==> config.mk <==
export PLATFORM = sky130hd
export DESIGN_NAME = fsr_ctrl
export DESIGN_NICKNAME = d
export VERILOG_FILES = /design/src/common/fsr_pkg.sv /design/src/design/fsr_ctrl.sv
export SDC_FILE = /design/constraint.sdc
export NUM_CORES = 1
export LEC_CHECK = 0
export ABC_AREA = 1
export BUFFER_PORTS_ARGS = -buffer_cell sky130_fd_sc_hd__buf_2
export CAP_MARGIN = 20
export CORE_UTILIZATION = 57
export DETAILED_ROUTE_END_ITERATION = 16
export GPL_TIMING_DRIVEN = 0
export PLACE_DENSITY_LB_ADDON = 0.3
export SLEW_MARGIN = 20
export SYNTH_ARGS = -nofsm -noshare
export SYNTH_HDL_FRONTEND = slang
export SYNTH_SLANG_ARGS = --single-unit
==> constraint.sdc <==
create_clock -name sys_clk_i -period 4.2 [get_ports sys_clk_i]
set_input_delay 0.84 -clock sys_clk_i [delete_from_list [all_inputs] [get_ports sys_clk_i]]
set_output_delay 0.84 -clock sys_clk_i [all_outputs]
set_load 0.01 [all_outputs]
==> src/common/fsr_pkg.sv <==
// Purpose: constants and types for the flash suspend/resume/reset control
// Assumes: 250 MHz system clock, SPI mode 0 framing on the link pins
// Notes:   classes on cmd come from the surrounding opcode decoder
package fsr_pkg;

   localparam int SEC_W = 10;
   localparam int PG_W  = 8;

   // opcode values of the reset pair
   localparam logic [7:0] OPC_RST_EN  = 8'h66;
   localparam logic [7:0] OPC_RST_MEM = 8'h99;
   localparam logic [3:0] FRAME_BITS  = 4'h8;

   // flag byte layout and reset value
   localparam int         FL_PEC      = 7;
   localparam int         FL_ERS_SUSP = 6;
   localparam int         FL_PRG_ERR  = 4;
   localparam int         FL_PRG_SUSP = 2;
   localparam logic [7:0] FLAG_RST    = 8'h80;

   // suspend latencies
   localparam int          CLK_MHZ          = 250;
   localparam int          PRG_SUSP_LAT_US  = 7;
   localparam int          ERS_SUSP_LAT_US  = 15;
   localparam logic [11:0] PRG_SUSP_CYC = 12'(PRG_SUSP_LAT_US * CLK_MHZ);
   localparam logic [11:0] ERS_SUSP_CYC = 12'(ERS_SUSP_LAT_US * CLK_MHZ);

   typedef enum logic [3:0] {
      ST_STANDBY = 4'h1,
      ST_BUSY    = 4'h2,
      ST_PSUSP   = 4'h4,
      ST_ESUSP   = 4'h8
   } fsr_state_t;

   typedef enum logic [3:0] {
      CL_READ   = 4'h0, // array reads
      CL_PROG   = 4'h1, // page programs
      CL_SERASE = 4'h2, // sector erase
      CL_SSE    = 4'h3, // subsector erase
      CL_WREG   = 4'h4, // status or nonvolatile config write
      CL_WNV    = 4'h5, // otp program, die erase
      CL_WVOL   = 4'h6, // volatile writes, enables, address, lock
      CL_CLRFL  = 4'h7, // clear flag status
      CL_RDSR   = 4'h8, // status or flag status read
      CL_SUSP   = 4'h9,
      CL_RESUME = 4'ha,
      CL_OTHER  = 4'hb
   } fsr_cls_t;

   typedef enum logic [2:0] {
      OP_PROG  = 3'h0,
      OP_ERASE = 3'h1,
      OP_SSE   = 3'h2,
      OP_WREG  = 3'h3,
      OP_WNV   = 3'h4
   } fsr_kind_t;

   typedef struct packed {
      fsr_cls_t         cls;
      logic [SEC_W-1:0] sector;
      logic [PG_W-1:0]  page;
   } fsr_cmd_t;

   typedef struct packed {
      fsr_kind_t        kind;
      logic [SEC_W-1:0] sector;
      logic [PG_W-1:0]  page;
      logic             resumed; // skip lock check on restart
   } fsr_op_t;

endpackage : fsr_pkg

==> src/design/fsr_ctrl.sv <==
// Purpose: device state, command acceptance, suspend/resume, software reset
// Assumes: cmd_valid_i from the opcode decoder on sys_clk_i
// Notes:   link pins are sampled through two flip-flops each
`timescale 1ns/1ns
module fsr_ctrl
   import fsr_pkg::*;
(
   input  wire logic       sys_clk_i,
   input  wire logic       rst_n_i,
   input  wire logic       cs_n_i,
   input  wire logic       sclk_i,
   input  wire logic       serial_in_line_i,
   input  wire logic       cmd_valid_i,
   input  wire fsr_cmd_t   cmd_i,
   input  wire logic       op_done_i,
   output logic            cmd_accept_o,
   output logic            cmd_reject_o,
   output logic            rd_unsure_o,
   output logic            go_o,
   output fsr_op_t         op_o,
   output logic            susp_req_o,
   output logic            abort_o,
   output logic            sw_reset_o,
   output logic            wip_o,
   output logic [7:0]      flags_o,
   output fsr_state_t      state_o
);

   // pin synchronisers: bit 0 cs, bit 1 clock, bit 2 data
   logic [2:0]       sync1_r;
   logic [2:0]       sync2_r;
   logic             cs_d_r;
   logic             sclk_d_r;
   logic [7:0]       shift_r;
   logic [3:0]       bitcnt_r;
   logic             arm_r;
   logic             arm_nxt;

   fsr_state_t       state_r;
   fsr_state_t       state_nxt;
   logic [7:0]       flags_r;
   logic [7:0]       flags_nxt;
   fsr_op_t          op_r;
   fsr_op_t          op_nxt;
   fsr_op_t          rin_r;
   fsr_op_t          rin_nxt;
   logic             rin_v_r;
   logic             rin_v_nxt;
   logic [SEC_W-1:0] rers_sec_r;
   logic [SEC_W-1:0] rers_sec_nxt;
   logic             rers_v_r;
   logic             rers_v_nxt;
   logic             pend_r;
   logic             pend_nxt;
   logic [11:0]      lat_r;
   logic [11:0]      lat_nxt;
   logic             go_nxt;
   logic             susp_nxt;
   logic             abort_nxt;

   // link edge detection
   wire cs_s      = sync2_r[0];
   wire cs_rise   = cs_s & ~cs_d_r;
   wire cs_fall   = ~cs_s & cs_d_r;
   wire sclk_rise = sync2_r[1] & ~sclk_d_r;
   wire byte_ok   = bitcnt_r == FRAME_BITS;

   always_ff @(posedge sys_clk_i or negedge rst_n_i) begin
      if (!rst_n_i) begin
         sync1_r  <= 3'h1;
         sync2_r  <= 3'h1;
         cs_d_r   <= 1'b1;
         sclk_d_r <= 1'b0;
      end else begin
         sync1_r  <= {serial_in_line_i, sclk_i, cs_n_i};
         sync2_r  <= sync1_r;
         cs_d_r   <= cs_s;
         sclk_d_r <= sync2_r[1];
      end
   end

   // frame shifter, counts bits up to one past a byte
   always_ff @(posedge sys_clk_i or negedge rst_n_i) begin
      if (!rst_n_i) begin
         shift_r  <= 8'h00;
         bitcnt_r <= 4'h0;
      end else if (cs_fall) begin
         bitcnt_r <= 4'h0;
      end else if (!cs_s && sclk_rise) begin
         shift_r  <= {shift_r[6:0], sync2_r[2]};
         bitcnt_r <= byte_ok ? 4'h9 : (bitcnt_r == 4'h9 ? 4'h9
                                       : bitcnt_r + 4'h1);
      end
   end

   // state and command decode
   wire st_stby  = state_r == ST_STANDBY;
   wire st_busy  = state_r == ST_BUSY;
   wire st_psusp = state_r == ST_PSUSP;
   wire st_esusp = state_r == ST_ESUSP;
   wire st_susp  = st_psusp | st_esusp;
   wire is_read  = cmd_i.cls == CL_READ;
   wire is_prog  = cmd_i.cls == CL_PROG;
   wire is_ers   = cmd_i.cls == CL_SERASE;
   wire is_sse   = cmd_i.cls == CL_SSE;
   wire is_wreg  = cmd_i.cls == CL_WREG;
   wire is_wnv   = cmd_i.cls == CL_WNV;
   wire is_wvol  = cmd_i.cls == CL_WVOL;
   wire is_clrfl = cmd_i.cls == CL_CLRFL;
   wire is_rdsr  = cmd_i.cls == CL_RDSR;
   wire is_susp  = cmd_i.cls == CL_SUSP;
   wire is_res   = cmd_i.cls == CL_RESUME;
   wire is_other = cmd_i.cls == CL_OTHER;
   wire hit_esec = rers_v_r & (cmd_i.sector == rers_sec_r);
   wire hit_ppg  = rin_v_r & (cmd_i.sector == rin_r.sector)
                   & (rin_r.kind == OP_SSE | cmd_i.page == rin_r.page);
   wire op_susp  = op_r.kind inside {OP_PROG, OP_ERASE, OP_SSE};

   // acceptance per state
   wire a_read  = is_read & ~st_busy;
   wire a_prog  = is_prog & (st_stby | (st_esusp & ~hit_esec));
   wire a_ers   = (is_ers | is_sse | is_wreg | is_wnv) & st_stby;
   wire a_vol   = (is_wvol | is_clrfl | is_other) & ~st_busy;
   wire a_rdsr  = is_rdsr;
   wire a_susp  = is_susp & st_busy & ~pend_r & op_susp;
   wire a_res   = is_res & st_susp;
   wire accept  = cmd_valid_i & (a_read | a_prog | a_ers | a_vol
                                 | a_rdsr | a_susp | a_res);
   wire start   = cmd_valid_i & (a_prog | a_ers);
   wire prg_blk = cmd_valid_i & is_prog & st_esusp & hit_esec;
   wire unsure  = cmd_valid_i & a_read
                  & (hit_esec | (st_psusp & hit_ppg));
   wire clr_fl  = cmd_valid_i & a_vol & is_clrfl;

   // kind of a newly started operation
   wire fsr_kind_t start_kind = is_prog ? OP_PROG :
                                is_ers  ? OP_ERASE :
                                is_sse  ? OP_SSE :
                                is_wreg ? OP_WREG : OP_WNV;

   // reset pair: second frame needs the first armed
   wire wreg_run  = st_busy & (op_r.kind == OP_WREG);
   wire do_reset  = cs_rise & byte_ok & (shift_r == OPC_RST_MEM)
                    & arm_r;
   assign arm_nxt = cs_rise ? (byte_ok & (shift_r == OPC_RST_EN)
                               & ~wreg_run)
                            : arm_r;

   // flag bit cleared when a suspend ends without suspending
   wire [7:0] susp_bit = (op_r.kind == OP_PROG) ? (8'h01 << FL_PRG_SUSP)
                                                : (8'h01 << FL_ERS_SUSP);
   wire [11:0] lat_load = (op_r.kind == OP_PROG) ? PRG_SUSP_CYC - 12'h001
                                                 : ERS_SUSP_CYC - 12'h001;

   // next-state logic
   always_comb begin
      state_nxt    = state_r;
      flags_nxt    = flags_r;
      op_nxt       = op_r;
      rin_nxt      = rin_r;
      rin_v_nxt    = rin_v_r;
      rers_sec_nxt = rers_sec_r;
      rers_v_nxt   = rers_v_r;
      pend_nxt     = pend_r;
      lat_nxt      = (lat_r != 12'h000) ? lat_r - 12'h001 : lat_r;
      go_nxt       = 1'b0;
      susp_nxt     = 1'b0;
      abort_nxt    = 1'b0;
      unique case (state_r)
         ST_STANDBY, ST_PSUSP, ST_ESUSP: begin
            if (start) begin
               state_nxt        = ST_BUSY;
               op_nxt.kind      = start_kind;
               op_nxt.sector    = cmd_i.sector;
               op_nxt.page      = cmd_i.page;
               op_nxt.resumed   = 1'b0;
               go_nxt           = 1'b1;
               flags_nxt[FL_PEC] = 1'b0;
            end else if (cmd_valid_i && a_res) begin
               state_nxt         = ST_BUSY;
               flags_nxt[FL_PEC] = 1'b0;
               go_nxt            = 1'b1;
               if (rin_v_r) begin
                  op_nxt         = rin_r;
                  op_nxt.resumed = 1'b1;
                  rin_v_nxt      = 1'b0;
                  if (rin_r.kind == OP_PROG)
                     flags_nxt[FL_PRG_SUSP] = 1'b0;
                  else
                     flags_nxt[FL_ERS_SUSP] = 1'b0;
               end else begin
                  op_nxt.kind    = OP_ERASE;
                  op_nxt.sector  = rers_sec_r;
                  op_nxt.page    = '0;
                  op_nxt.resumed = 1'b1;
                  rers_v_nxt     = 1'b0;
                  flags_nxt[FL_ERS_SUSP] = 1'b0;
               end
            end
         end
         ST_BUSY: begin
            if (op_done_i) begin
               state_nxt         = rers_v_r ? ST_ESUSP : ST_STANDBY;
               flags_nxt[FL_PEC] = 1'b1;
               pend_nxt          = 1'b0;
               if (pend_r)
                  flags_nxt = flags_nxt & ~susp_bit;
            end else if (pend_r && lat_r == 12'h000) begin
               pend_nxt          = 1'b0;
               flags_nxt[FL_PEC] = 1'b1;
               if (op_r.kind == OP_ERASE) begin
                  state_nxt    = ST_ESUSP;
                  rers_v_nxt   = 1'b1;
                  rers_sec_nxt = op_r.sector;
               end else begin
                  state_nxt = ST_PSUSP;
                  rin_v_nxt = 1'b1;
                  rin_nxt   = op_r;
               end
            end else if (cmd_valid_i && a_susp) begin
               pend_nxt  = 1'b1;
               lat_nxt   = lat_load;
               susp_nxt  = 1'b1;
               flags_nxt = flags_r | susp_bit;
            end
         end
         default: state_nxt = ST_STANDBY;
      endcase
      // error flag: a new refusal wins over a clear
      flags_nxt[FL_PRG_ERR] = (flags_r[FL_PRG_ERR] & ~clr_fl) | prg_blk;
      if (do_reset) begin
         abort_nxt  = ~st_stby;
         state_nxt  = ST_STANDBY;
         flags_nxt  = FLAG_RST;
         rin_v_nxt  = 1'b0;
         rers_v_nxt = 1'b0;
         pend_nxt   = 1'b0;
         go_nxt     = 1'b0;
         susp_nxt   = 1'b0;
      end
   end

   // control registers
   always_ff @(posedge sys_clk_i or negedge rst_n_i) begin
      if (!rst_n_i) begin
         state_r    <= ST_STANDBY;
         flags_r    <= FLAG_RST;
         op_r       <= '0;
         rin_r      <= '0;
         rin_v_r    <= 1'b0;
         rers_sec_r <= '0;
         rers_v_r   <= 1'b0;
         pend_r     <= 1'b0;
         lat_r      <= 12'h000;
         arm_r      <= 1'b0;
      end else begin
         state_r    <= state_nxt;
         flags_r    <= flags_nxt;
         op_r       <= op_nxt;
         rin_r      <= rin_nxt;
         rin_v_r    <= rin_v_nxt;
         rers_sec_r <= rers_sec_nxt;
         rers_v_r   <= rers_v_nxt;
         pend_r     <= pend_nxt;
         lat_r      <= lat_nxt;
         arm_r      <= arm_nxt & ~do_reset;
      end
   end

   // registered outputs
   always_ff @(posedge sys_clk_i or negedge rst_n_i) begin
      if (!rst_n_i) begin
         cmd_accept_o <= 1'b0;
         cmd_reject_o <= 1'b0;
         rd_unsure_o  <= 1'b0;
         go_o         <= 1'b0;
         op_o         <= '0;
         susp_req_o   <= 1'b0;
         abort_o      <= 1'b0;
         sw_reset_o   <= 1'b0;
         wip_o        <= 1'b0;
         flags_o      <= FLAG_RST;
         state_o      <= ST_STANDBY;
      end else begin
         cmd_accept_o <= accept;
         cmd_reject_o <= cmd_valid_i & ~accept;
         rd_unsure_o  <= unsure;
         go_o         <= go_nxt;
         op_o         <= op_nxt;
         susp_req_o   <= susp_nxt;
         abort_o      <= abort_nxt;
         sw_reset_o   <= do_reset;
         wip_o        <= state_nxt == ST_BUSY;
         flags_o      <= flags_nxt;
         state_o      <= state_nxt;
      end
   end

endmodule : fsr_ctrl

==> metrics.cfg <==
[yosys]
synthCells = 702
synth-edff-count = 0
ys_ff_latch = 105
synth_area_sq_um = 5630
synthFlopType = dfrtp_1
ys_types = 47
ys_warn_count = 0
syn_avg_cell_area_sq_um = 8.02
synth_seq_area_share = 0.468
async_reset_ff_frac = 1.00

[sta]
final_max_slew_viol_count = 0
skew_ns = 0.0172
finalWorstSetupSlack_ns = 1.93
rsz0062_at_grt = false
setup-tns-final_ns = 0
max_freq_mhz = 440
setup_viol = 0
max_slew.worst_pin.slew_ns = 0.553
finalHoldViolCount = 0
slew_headroom = 0.631
post-route-min-period_ns = 2.27
period_share = 0.541

[critical_path]
cp_max_fo = 10
endpoint_kind = flip-flop
crit_arrival_ns = 2.54
worst-setup-path-type = in -> reg
worstPathRequired_ns = 4.47
reg2reg_slack_ns = 2.06
startpoint = cmd_i[9]
reg2reg_depth = 9
endpoint = op_o[13]
r2r_start = lat_r[0]
cp-start-kind = primary input
r2r_end = rin_r[9]

[grt]
use_met1 = 0.375
grt_use_met3 = 0.0607
grt_overflow = 0
grt_max_degree = 55
grt_usage = 0.287
grt_util_met2 = 0.470
antenna_found_initial = 0
grt_pass1_wl_microns = 22700
gr-max-usage-layer = met2
grt_pass1_vias = 4864

[clocking]
h-tree-depth = 3
cts_inserted_buffers = 9
tritoncts = yes
cts_setup_buffers = 0
clock_sinks = 105
cts.repair.resized = 0
path_clk_slew_ns = 0.11
clock_path_buffers = 2
cts_hold_buf = 0
cts.root.buffer_cell = clkbuf_8
clk_latency_ns = 0.38

[floorplan]
dieArea_sq_um = 10300
start_util = 0.598
coreArea_sq_um = 9420
die_w_microns = 101
die_h_microns = 101
row_count = 35
io_pins = 71

[route]
drc = 0
drt_wl_total_microns = 13700
wire_per_inst_microns = 14.9
vias_per_cell = 5.52
num_vias = 5062
first_iter_violations = 267
ant_nets = 0
dr.pass1.iters = 6

[final_layout]
diodes = 0
drive_above_1_share = 0.206
synthToLayoutAreaGrowth_pct = 12.9
multiInputGateArea_sq_um = 2470
utilization = 0.675
fill_cells = 806
seqCellArea_sq_um = 2630
fin_nets = 813

[pwr]
p_leak_nw = 3.19
powerDensity_nw_per_um2 = 414
peakVddDrop_uv = 300

[flow_run]
cap_violations = 0

[place]
io_buffers = 66
dpl_worst_slack_ns = 1.63
dp_hpwl_microns = 10000
gp_congestion = 0.951

[hold_path]
min_path_type = reg -> reg

[status]
status = finished, final reports clean

==> final cells by class <==
class	count	area share
Clock inverter	7	0.0106
Sequential cell	105	0.414
Multi-Input combinational cell	481	0.389
Buffer	19	0.0242
Clock buffer	9	0.0195
Inverter	100	0.0598
Timing Repair Buffer	67	0.0573
Tap cell	129	0.0254
==> per-stage QoR <==
stage                     total power, mW  hold WS, ns  instances  area, sq um
after floorplan                      1.75        0.331        705         5640
after global placement               2.01        0.333        900         6130
after detailed placement             2.04        0.337        901         6160
after CTS                            2.65        0.363        917         6360
after global routing                 2.79        0.368        917         6360
final                                2.63        0.360        917         6360
==> Yosys cell counts (2+ instances only) <==
cell type | count | area [sq um]
nand2_1 | 176 | 661
dfrtp_1 | 100 | 2500
inv_1 | 88 | 330
nor2_1 | 57 | 214
o21ai_0 | 49 | 245
nand3_1 | 44 | 220
a21oi_1 | 17 | 85.1
nand4_1 | 17 | 106
o21ai_1 | 16 | 80.1
nor3_1 | 13 | 65.1
nor2_2 | 11 | 68.8
xor2_1 | 11 | 96.3
inv_2 | 10 | 37.5
mux2_2 | 9 | 101
buf_4 | 6 | 45.0
nand2_2 | 6 | 37.5
o22ai_1 | 6 | 37.5
dfstp_2 | 5 | 131
mux2_4 | 5 | 75.1
clkbuf_1 | 4 | 15.0
nand2_4 | 4 | 45.0
nand3_2 | 4 | 40.0
nor4_1 | 4 | 25.0
a211oi_1 | 3 | 22.5
buf_2 | 3 | 15.0
buf_6 | 3 | 33.8
nor2_4 | 3 | 33.8
o211ai_1 | 3 | 22.5
xnor2_1 | 3 | 26.3
buf_12 | 2 | 40.0
inv_4 | 2 | 12.5
o21ai_2 | 2 | 17.5
o41ai_1 | 2 | 17.5
==> worst max-delay path, cell delays in order <==
cell	delay, ns
buf_2	0.11
inv_1	0.10
nand2_1	0.07
nand2_1	0.05
nand3_1	0.07
nor2_1	0.21
nand3_1	0.21
nand2_2	0.14
nand2_4	0.11
nand2_4	0.11
buf_12	0.14
buf_12	0.13
o21ai_2	0.05
o21ai_0	0.08
nand2_1	0.10
==> layer usage <==
| metal | up-vias | wire [microns] |
|---|---|---|
| li1 | 2421 | - |
| met1 | 2393 | 5940 |
| met2 | 212 | 6490 |
| met3 | 36 | 920 |
| met4 | 0 | 332 |
| met5 | - | 0 |
==> registers in the layout, indices dropped and copies added (netlist names), 3 cells and up <==
signal / count
bitcnt_r: 4
flags_o: 4
lat_r: 12
op_o: 22
rers_sec_r: 10
rin_r: 21
shift_r: 8
state_o: 4
sync1_r: 3
sync2_r: 3
==> how the worst min path moves through the flow <==
stage	startpoint	end	slack [ns]	depth (start not counted)
floorplan	sync1_r[1]	sync2_r[1]	0.33	0
global placement	sync1_r[1]	sync2_r[1]	0.33	0
detailed placement	sync1_r[1]	sync2_r[1]	0.34	0
CTS	sync1_r[1]	sync2_r[1]	0.36	0
global route	sync1_r[0]	sync2_r[0]	0.37	0
finish	sync1_r[1]	sync2_r[1]	0.36	0
==> cells in the final DEF (no fill, tap or decap), types with 9 or more instances in the layout <==
cell	count
a21oi_1	17
buf_2	68
clkbuf_8	9
dfrtp_1	100
inv_1	88
inv_2	10
mux2_2	9
nand2_1	176
nand3_1	44
nand4_1	17
nor2_1	57
nor2_2	11
nor3_1	13
o21ai_0	49
o21ai_1	16
xor2_1	11
==> power by group <==
part / internal [mW] / total [mW] / switching, mW / leakage [nW]
sequential: 1.17 / 1.30 / 0.134 / 1.33
combinational: 0.269 / 0.723 / 0.455 / 1.76
clock: 0.232 / 0.610 / 0.378 / 0.0997
total: 1.67 / 2.63 / 0.966 / 3.19
==> cells by family (layout without fill, tap and decap cells) <==
logic type	after synthesis	count (layout)	share of synthesized area
muxes	15	15	0.0333
xor gates and xnor gates	14	14	0.0218
DFF	105	105	0.468
AOI/OAI and AO/OA	105	105	0.105
buffers and inverters	119	202	0.0949
adders and majority gates	1	1	0.00222
other	1	4	0.000666
and+or+nand+nor	342	342	0.274
Power figures use the tool's default switching activity.
